==> src/rtl/bidir_fifo_cmd_pkg.sv <==
// bidir_fifo_cmd_pkg: constants and types of the command and configuration unit
// assumes one 10 MHz clock; host port pins arrive asynchronous to it
package bidir_fifo_cmd_pkg;
	// command opcodes
	localparam logic [3:0] OP_RESET     = 4'h0;
	localparam logic [3:0] OP_SELECT    = 4'h1;
	localparam logic [3:0] OP_SAVE_RD   = 4'h2;
	localparam logic [3:0] OP_SAVE_WR   = 4'h3;
	localparam logic [3:0] OP_LOAD_RD   = 4'h4;
	localparam logic [3:0] OP_LOAD_WR   = 4'h5;
	localparam logic [3:0] OP_DIRECTION = 4'h6;
	localparam logic [3:0] OP_INC_RD    = 4'h8;
	localparam logic [3:0] OP_INC_WR    = 4'h9;
	// reset operands
	localparam logic [2:0] RST_BA   = 3'h1;
	localparam logic [2:0] RST_AB   = 3'h2;
	localparam logic [2:0] RST_BOTH = 3'h3;
	localparam logic [2:0] RST_DMA  = 3'h4;
	localparam logic [2:0] RST_ALL  = 3'h7;
	// host address decode {hi, lo}
	localparam logic [1:0] ADDR_CONFIG = 2'h2;
	localparam logic [1:0] ADDR_CMD    = 2'h3;
	// configuration register indices
	localparam logic [2:0] CFG_ROUTE = 3'h4;
	localparam logic [2:0] CFG_CTRL  = 3'h5;
	localparam logic [2:0] CFG_PIO   = 3'h6;
	localparam logic [2:0] CFG_DIR   = 3'h7;
	// reset values
	localparam logic [15:0] CFG_ZERO    = 16'h0000;
	localparam logic [15:0] ROUTE_RESET = 16'h6420;
	localparam logic        DIR_RESET   = 1'b0;
	// command field positions
	localparam int OPC_LSB = 8;
	localparam int OPR_LSB = 0;
	// control register bit positions
	localparam int CB_STYLE  = 0;
	localparam int CB_FULLD  = 2;
	localparam int CB_EMPTYD = 3;
	localparam int CB_REQPOL = 4;
	localparam int CB_ACKPOL = 5;
	localparam int CB_DELAY  = 6;
	localparam int CB_WIDTH  = 8;
	localparam int CB_HALF   = 9;
	localparam int CB_PERIPH = 10;
	// status bit positions
	localparam int ST_DIR = 3;
	localparam int ST_LO  = 4;
	localparam int ST_HI  = 12;
	// request-to-acknowledge base delay in peripheral clock ticks
	localparam logic [2:0] ACK_BASE = 3'h2;
	// offset width and pin counts
	localparam int OFS_W = 10;
	localparam int PIO_N = 6;

	// peripheral-side DMA pins, all registered
	typedef struct packed {
		logic req;
		logic ack;
		logic readStrobe_n;
		logic writeStrobe_n;
		logic dataStrobe_n;
		logic rwLine;
	} dma_pins_t;

	// pointer set of one direction
	typedef struct packed {
		logic [OFS_W-1:0] rd;
		logic [OFS_W-1:0] wr;
		logic [OFS_W-1:0] save;
	} ptr_set_t;
endpackage : bidir_fifo_cmd_pkg

==> src/rtl/bidir_fifo_command_config_unit.sv <==
// bidir_fifo_command_config_unit: command decoder, config registers, status and DMA pacing
// assumes host pins and peripheral clock pin are asynchronous; flags come from same clock
`timescale 1ns/100ps
module bidir_fifo_command_config_unit (
	// clock and reset
	input  wire logic                                clk,
	input  wire logic                                reset,
	// host port pins
	input  wire logic                                host_chip_select_n,
	input  wire logic                                host_addr_hi,
	input  wire logic                                host_addr_lo,
	input  wire logic                                hostRead,
	input  wire logic                                hostDataStrobe_n,
	input  wire logic [15:0]                         hostDataIn,
	output logic      [15:0]                         hostDataOut,
	output logic                                     hostDataOe_n,
	// internal flags: ab empty, ae, full, af, ba empty, ae, full, af
	input  wire logic [7:0]                          fifoFlags,
	output logic                                     ext_flag_pin_a,
	output logic                                     ext_flag_pin_b,
	output logic                                     ext_flag_pin_c,
	output logic                                     ext_flag_pin_d,
	// pointers and configuration to the storage side
	output bidir_fifo_cmd_pkg::ptr_set_t             abPtr,
	output bidir_fifo_cmd_pkg::ptr_set_t             baPtr,
	output logic [15:0]                              offsetOut [4],
	output logic [15:0]                              controlOut,
	output logic                                     dmaDirection,
	// peripheral DMA side
	input  wire logic                                periphClkPin,
	input  wire logic                                dmaDataReady,
	output bidir_fifo_cmd_pkg::dma_pins_t            dmaPins,
	output logic                                     periphCtrlOe_n,
	// programmable I/O pins
	input  wire logic [5:0]                          programmable_io_pin_in,
	output logic      [5:0]                          programmable_io_pin_out,
	output logic      [5:0]                          programmable_io_pin_oe_n
);
	localparam int SW = 28;

	////////////////////////////////////////////////////////////////////////////////
	// input synchronisers
	logic [SW-1:0] meta;
	logic [SW-1:0] sync;
	logic          strobePrev;
	logic          clkPinPrev;

	// two flops per asynchronous input
	always_ff @(posedge clk) begin
		meta       <= {host_chip_select_n, host_addr_hi, host_addr_lo, hostRead,
			hostDataStrobe_n, programmable_io_pin_in, periphClkPin, hostDataIn};
		sync       <= meta;
		strobePrev <= sync[23];
		clkPinPrev <= sync[16];
	end

	wire        sCs_n    = sync[27];
	wire [1:0]  sAddr    = sync[26:25];
	wire        sRead    = sync[24];
	wire        sStrobe  = ~sync[23];
	wire [5:0]  sPio     = sync[22:17];
	wire        sClkPin  = sync[16];
	wire [15:0] sData    = sync[15:0];
	wire        startAcc = sStrobe & strobePrev & ~sCs_n;
	wire        cfgWrite = startAcc & ~sRead & (sAddr == bidir_fifo_cmd_pkg::ADDR_CONFIG);
	wire        cmdWrite = startAcc & ~sRead & (sAddr == bidir_fifo_cmd_pkg::ADDR_CMD);
	wire [3:0]  opcode   = sData[bidir_fifo_cmd_pkg::OPC_LSB +: 4];
	wire [2:0]  operand  = sData[bidir_fifo_cmd_pkg::OPR_LSB +: 3];

	////////////////////////////////////////////////////////////////////////////////
	// command decode
	wire isReset   = cmdWrite & (opcode == bidir_fifo_cmd_pkg::OP_RESET);
	wire resetAll  = isReset & (operand == bidir_fifo_cmd_pkg::RST_ALL);
	wire clearBa   = reset | resetAll | isReset & (operand == bidir_fifo_cmd_pkg::RST_BA |
		operand == bidir_fifo_cmd_pkg::RST_BOTH);
	wire clearAb   = reset | resetAll | isReset & (operand == bidir_fifo_cmd_pkg::RST_AB |
		operand == bidir_fifo_cmd_pkg::RST_BOTH);
	wire clearDma  = resetAll | isReset & (operand == bidir_fifo_cmd_pkg::RST_DMA);
	wire doSelect  = cmdWrite & (opcode == bidir_fifo_cmd_pkg::OP_SELECT);
	wire doSaveRd  = cmdWrite & (opcode == bidir_fifo_cmd_pkg::OP_SAVE_RD);
	wire doSaveWr  = cmdWrite & (opcode == bidir_fifo_cmd_pkg::OP_SAVE_WR);
	wire doLoadRd  = cmdWrite & (opcode == bidir_fifo_cmd_pkg::OP_LOAD_RD);
	wire doLoadWr  = cmdWrite & (opcode == bidir_fifo_cmd_pkg::OP_LOAD_WR);
	wire doIncRd   = cmdWrite & (opcode == bidir_fifo_cmd_pkg::OP_INC_RD);
	wire doIncWr   = cmdWrite & (opcode == bidir_fifo_cmd_pkg::OP_INC_WR);
	wire periph    = controlOut[bidir_fifo_cmd_pkg::CB_PERIPH];
	wire doDir     = cmdWrite & (opcode == bidir_fifo_cmd_pkg::OP_DIRECTION) & periph;

	////////////////////////////////////////////////////////////////////////////////
	// pointers
	logic [2:0] cfgSelect;

	// host-to-peripheral pointers: read side is the peripheral port
	always_ff @(posedge clk) begin
		if (clearAb) begin
			abPtr <= '0;
		end else if (doSaveRd) begin
			abPtr.save <= abPtr.rd;
		end else if (doLoadRd) begin
			abPtr.rd <= abPtr.save;
		end else if (doIncRd) begin
			abPtr.rd <= abPtr.rd + 10'h001;
		end
	end

	// peripheral-to-host pointers: write side is the peripheral port
	always_ff @(posedge clk) begin
		if (clearBa) begin
			baPtr <= '0;
		end else if (doSaveWr) begin
			baPtr.save <= baPtr.wr;
		end else if (doLoadWr) begin
			baPtr.wr <= baPtr.save;
		end else if (doIncWr) begin
			baPtr.wr <= baPtr.wr + 10'h001;
		end
	end

	////////////////////////////////////////////////////////////////////////////////
	// configuration registers, selection and direction
	logic [15:0] routeReg;
	logic [15:0] pioData;
	logic [15:0] pioDirMask;
	wire         cfgClear = reset | resetAll;

	// selected register follows the last select command
	always_ff @(posedge clk) begin
		if (reset) begin
			cfgSelect <= 3'h0;
		end else if (doSelect) begin
			cfgSelect <= operand;
		end
	end

	// offsets: full 16 bits stored, only low 10 meaningful
	for (genvar i = 0; i < 4; i++) begin : g_ofs
		always_ff @(posedge clk) begin
			if (cfgClear) begin
				offsetOut[i] <= bidir_fifo_cmd_pkg::CFG_ZERO;
			end else if (cfgWrite && cfgSelect == 3'(i)) begin
				offsetOut[i] <= sData;
			end
		end
	end

	// flag routing, control, I/O data and direction
	always_ff @(posedge clk) begin
		if (cfgClear) begin
			routeReg   <= bidir_fifo_cmd_pkg::ROUTE_RESET;
			controlOut <= bidir_fifo_cmd_pkg::CFG_ZERO;
			pioData    <= bidir_fifo_cmd_pkg::CFG_ZERO;
			pioDirMask <= bidir_fifo_cmd_pkg::CFG_ZERO;
		end else if (cfgWrite) begin
			if (cfgSelect == bidir_fifo_cmd_pkg::CFG_ROUTE) routeReg <= sData;
			if (cfgSelect == bidir_fifo_cmd_pkg::CFG_CTRL) controlOut <= sData;
			if (cfgSelect == bidir_fifo_cmd_pkg::CFG_PIO) pioData <= sData;
			if (cfgSelect == bidir_fifo_cmd_pkg::CFG_DIR) pioDirMask <= sData;
		end
	end

	// direction survives reset-all; only hardware reset clears it
	always_ff @(posedge clk) begin
		if (reset) begin
			dmaDirection <= bidir_fifo_cmd_pkg::DIR_RESET;
		end else if (doDir) begin
			dmaDirection <= operand[0];
		end
	end

	////////////////////////////////////////////////////////////////////////////////
	// host read data, flag pins and I/O pins
	wire [15:0] pioRead   = {10'h000, (pioDirMask[5:0] & pioData[5:0]) | (~pioDirMask[5:0] & sPio)};
	wire [15:0] status    = {fifoFlags[5], fifoFlags[4], fifoFlags[3], fifoFlags[2], 4'h0,
		fifoFlags[7], fifoFlags[6], fifoFlags[1], fifoFlags[0], dmaDirection, 3'h0};
	wire [15:0] cfgRead   = (cfgSelect < 3'h4) ? offsetOut[cfgSelect[1:0]] :
		(cfgSelect == bidir_fifo_cmd_pkg::CFG_ROUTE) ? routeReg :
		(cfgSelect == bidir_fifo_cmd_pkg::CFG_CTRL) ? controlOut :
		(cfgSelect == bidir_fifo_cmd_pkg::CFG_PIO) ? pioRead : pioDirMask;
	wire        readNow   = sStrobe & ~sCs_n & sRead & sAddr[1];
	wire [15:0] next_data = (sAddr == bidir_fifo_cmd_pkg::ADDR_CMD) ? status : cfgRead;

	// selects one internal flag by its routing code; codes 8-15 repeat 0-7
	function automatic logic pickFlag(input logic [3:0] code, input logic [7:0] flags);
		return flags[code[2:0]];
	endfunction : pickFlag

	// registered host bus, flag pins and I/O drive
	always_ff @(posedge clk) begin
		hostDataOut              <= readNow ? next_data : 16'h0000;
		hostDataOe_n             <= ~readNow;
		ext_flag_pin_a           <= pickFlag(routeReg[3:0], fifoFlags);
		ext_flag_pin_b           <= pickFlag(routeReg[7:4], fifoFlags);
		ext_flag_pin_c           <= pickFlag(routeReg[11:8], fifoFlags);
		ext_flag_pin_d           <= pickFlag(routeReg[15:12], fifoFlags);
		programmable_io_pin_out  <= pioData[5:0];
		programmable_io_pin_oe_n <= ~pioDirMask[5:0];
		periphCtrlOe_n           <= ~periph;
	end

	////////////////////////////////////////////////////////////////////////////////
	// DMA pacing on the internal clock
	typedef enum logic [1:0] {DMA_IDLE, DMA_REQ, DMA_STROBE} dma_state_t;
	dma_state_t dmaState;
	logic [2:0] dmaCount;
	logic       halfPhase;
	wire        pinRise  = sClkPin & ~clkPinPrev;
	wire        tick     = pinRise & (~controlOut[bidir_fifo_cmd_pkg::CB_HALF] | halfPhase);
	wire [2:0]  ackDelay = bidir_fifo_cmd_pkg::ACK_BASE +
		{1'b0, controlOut[bidir_fifo_cmd_pkg::CB_DELAY +: 2]};
	wire [2:0]  strobeW  = controlOut[bidir_fifo_cmd_pkg::CB_WIDTH] ? 3'h2 : 3'h1;
	wire        cntDone  = (dmaCount == 3'h1);

	// halving toggle and request/acknowledge/strobe sequence
	always_ff @(posedge clk) begin
		if (reset) begin
			halfPhase <= 1'b0;
		end else if (pinRise) begin
			halfPhase <= ~halfPhase;
		end
		if (reset || clearDma || !periph) begin
			dmaState <= DMA_IDLE;
			dmaCount <= 3'h0;
		end else if (tick) begin
			case (dmaState)
				DMA_IDLE: if (dmaDataReady) begin
					dmaState <= DMA_REQ;
					dmaCount <= ackDelay;
				end
				DMA_REQ: if (cntDone) begin
					dmaState <= DMA_STROBE;
					dmaCount <= strobeW;
				end else begin
					dmaCount <= dmaCount - 3'h1;
				end
				DMA_STROBE: if (cntDone) begin
					dmaState <= DMA_IDLE;
				end else begin
					dmaCount <= dmaCount - 3'h1;
				end
				default: dmaState <= DMA_IDLE;
			endcase
		end
	end

	wire reqOn  = (dmaState != DMA_IDLE);
	wire ackOn  = (dmaState == DMA_STROBE);
	wire style  = controlOut[bidir_fifo_cmd_pkg::CB_STYLE];
	wire reqPol = controlOut[bidir_fifo_cmd_pkg::CB_REQPOL];
	wire ackPol = controlOut[bidir_fifo_cmd_pkg::CB_ACKPOL];
	bidir_fifo_cmd_pkg::dma_pins_t next_pins;
	assign next_pins.req           = reqOn ^ reqPol;
	assign next_pins.ack           = ackOn ~^ ackPol;
	assign next_pins.readStrobe_n  = ~(ackOn & ~style & dmaDirection);
	assign next_pins.writeStrobe_n = ~(ackOn & ~style & ~dmaDirection);
	assign next_pins.dataStrobe_n  = ~(ackOn & style);
	assign next_pins.rwLine        = dmaDirection;

	// registered DMA pins
	always_ff @(posedge clk) begin
		dmaPins <= next_pins;
	end
endmodule : bidir_fifo_command_config_unit

==> config.mk <==
export PLATFORM = sky130hd
export DESIGN_NAME = bidir_fifo_command_config_unit
export DESIGN_NICKNAME = d
export VERILOG_FILES = /design/src/rtl/bidir_fifo_cmd_pkg.sv /design/src/rtl/bidir_fifo_command_config_unit.sv
export SDC_FILE = /design/constraint.sdc
export NUM_CORES = 1
export LEC_CHECK = 0
export BUFFER_PORTS_ARGS = -buffer_cell sky130_fd_sc_hd__buf_2
export CAP_MARGIN = 5
export CORE_ASPECT_RATIO = 1.5
export CORE_UTILIZATION = 50
export DETAILED_ROUTE_END_ITERATION = 12
export PLACE_DENSITY = 0.71
export SLEW_MARGIN = 20
export SYNTH_ARGS = -nofsm -noshare
export SYNTH_HDL_FRONTEND = slang
export SYNTH_SLANG_ARGS = --single-unit
export TNS_END_PERCENT = 50
==> constraint.sdc <==
create_clock -name clk -period 2.6 [get_ports clk]
set_clock_uncertainty 0.2 [all_clocks]
set_input_delay 0.39 -clock clk [delete_from_list [all_inputs] [get_ports clk]]
set_output_delay 0.39 -clock clk [all_outputs]
set_load 0.02 [all_outputs]
==> out/metrics.cfg <==
[yosys]
synthMuxAreaShare_pct=18.6
yosysSeqAreaShare_pct=50.4
synth_edf_count=0
synthFlopType=dfxtp_1
syn_area_um2=10600
synth-simple-area-share_pct=14.6
yosysUniqueCellTypes=62
synth_warnings=0
synth_compound_area_share_pct=9.45
ys_ff_latch=266
postSynthAreaPerCell_um2=10.2
synthAdderAreaFrac_pct=0.948
synth_top_family_by_area=multiplexers
syn_inst=1032
async_reset_ff_share_pct=0
synth_xor_area_share_pct=0.332

[global_route]
grt.overflow.total=0
antenna_found_initial=0
grt_pass1_vias=8169
grt_usage_pct=25.4
grt_pass1_wl_um=44000
grt_max_degree=32

[power_and_ir_drop]
p_per_area_nw_per_um2=635
ir_worst_vdd_v=0.000564
leakagePower_uw=0.00570
power_uw=8300

[cts]
h-tree-depth=1
tritoncts=done
numCtsBuffers=26
post_cts_resize_count=0
cts_setup_buffers=0
cts_sinks=266
path_clk_slew_ns=0.06
cts_buffer_depth=3
worstSkewPairLatency_ns=0.53
root_buffer=clkbuf_16

[drt]
drt-met1-wl_um=11200
dr.max_layer_used=met4
viasPerCell=5.45
wl_um=27900
route.detailed.drc=0
ant_nets=0
wl_met2_um=14300
first_iter_violations=749
vias=8437
wl_met3_um=1640
firstDrtPassIters=6
wl_per_cell_um=18.0

[floorplan]
die_y_um=180
core-area_um2=20600
start_util_pct=51.3
fp.dieW_um=121
die-area_um2=21700
io_pins=220
fp-row-count=64

[timing]
layout_min_cycle_time_ns=2.37
rsz0062_at_grt=false
fmax_mhz=422
worstMarginPinSlew_ns=0.789
whs_ns=0.0382
fin_crit_sh_pct=91.2
slew_headroom_pct=47.2
tns_ns=0
hold_violations=0
slew_violations=0
setup_violations=0

[min_path]
hold_path_depth=3
hp-class=primary input to register

[final_layout]
finalNonFillerCells=1548
syn2layout_area_growth_pct=23.7
fin_nets=1312
layout_commonest_cell=dfxtp_1
antennaDiodeCount=0
layout_common_cells=dfxtp_1 (264), buf_2 (199), nor2_1 (159)
drive_above_1_share_pct=26.3
finish.utilization_pct=63.4

[setup_path]
ff2ff_path_depth=6
slowest_delay_ns=0.57
slowest_stage=or4b_4
crit_type=register to register
cp.required_ns=2.81
cp_data_arrival_time_ns=2.58
path_cells=or4b_4 -> nor2_2 -> and3_1 -> a41o_4 -> buf_12 -> nor2_1
endpoint_kind=register
setup.worst_path.start_class=register
cp_max_fo=28

[placement]
gp_congestion=0.855
dpl.hpwl_um=19400
dp_cells=1466
port-buffer-count=199

[flow_run]
drv_cap=0

[outcome]
status=finished clean

metrics by stage:
stage / setup WS [ns] / instance area [um2]
finish: 0.229 / 13100
global route: 0.120 / 13100
CTS: 0.220 / 13100
detailed placement: 0.255 / 11800
global placement: 0.288 / 11800
floorplan: 0.528 / 10600
report_power, final:
part           internal [uW]  leakage, uW  switching (uW)
clock                   2190     0.000429            1610
sequential              4130      0.00217            54.3
combinational            131      0.00310             180
cells by family (layout without fill, tap and decap cells):
| logic type | count (synthesis) | after routing |
|---|---|---|
| and+or+nand+nor | 323 | 323 |
| xor gates and xnor gates | 4 | 4 |
| adders and majority gates | 8 | 8 |
| DFF | 266 | 266 |
| buffers and inverters | 111 | 344 |
| other | 1 | 20 |
| AOI/OAI and AO/OA | 155 | 155 |
| muxes | 164 | 164 |
registers in the layout (all words and copies together), names as in the netlist, 3 cells and up:
signal                    flops
abPtr                        20
baPtr                        20
cfgSelect                     3
controlOut                   16
dmaCount                      3
dmaPins                       6
hostDataOut                  16
meta                         28
offsetOut                    64
pioData                       6
pioDirMask                   16
programmable_io_pin_oe_n      6
programmable_io_pin_out       6
routeReg                     16
sync                         28
final cells by class:
cell class / count / area [um2]
clock inverter: 13 / 135
timing repair buffer: 271 / 1710
multi-input combinational: 674 / 4720
fill: 1693 / 7520
clock buffer: 34 / 732
tap: 264 / 330
inverter: 26 / 97.6
sequential: 266 / 5330
final timing paths:
kind | startpoint | to | slack (ns)
min reg2reg | meta[6] | sync[6] | 0.13
max reg2reg | sync[23] | offsetOut[41] | 0.23
max | sync[23] | offsetOut[41] | 0.23
min | fifoFlags[1] | hostDataOut[5] | 0.04
critical path: cells and delay by family (launching register included):
family / cells / cell delay [ns]
simple gates: 4 / 1.00
flops: 1 / 0.35
compound gates: 1 / 0.48
buf+inv: 1 / 0.23
repair_timing:
item / 4_1_cts / 5_1_grt
endpoints found under the hold margin: 39 / 0
setup endpoints to repair: 0 / 0
hold buffers: 35 / 0
per-layer routing:
metal | global-route usage, % | vias up
met5 | 0 | -
met4 | 7.80 | 0
met3 | 4.25 | 47
met2 | 45.4 | 314
met1 | 30.7 | 4037
li1 | - | 4039
cell usage after synthesis (10+ instances only):
cell type / count / area share [%]
nand2b_1: 11 / 0.65
mux4_2: 24 / 5.1
buf_2: 22 / 1.0
a221oi_1: 11 / 0.91
clkbuf_1: 26 / 0.92
inv_1: 25 / 0.89
nor2b_1: 12 / 0.71
mux2_2: 14 / 1.5
nand4_1: 12 / 0.71
nand2_1: 66 / 2.3
nand3_1: 19 / 0.90
a21oi_1: 47 / 2.2
o21ai_0: 32 / 1.5
nor2_1: 160 / 5.7
dfxtp_1: 266 / 50
a211oi_1: 10 / 0.71
mux2i_1: 126 / 12
nor3_1: 11 / 0.52
buf_4: 29 / 2.1
(Power assumes the default switching activity.)
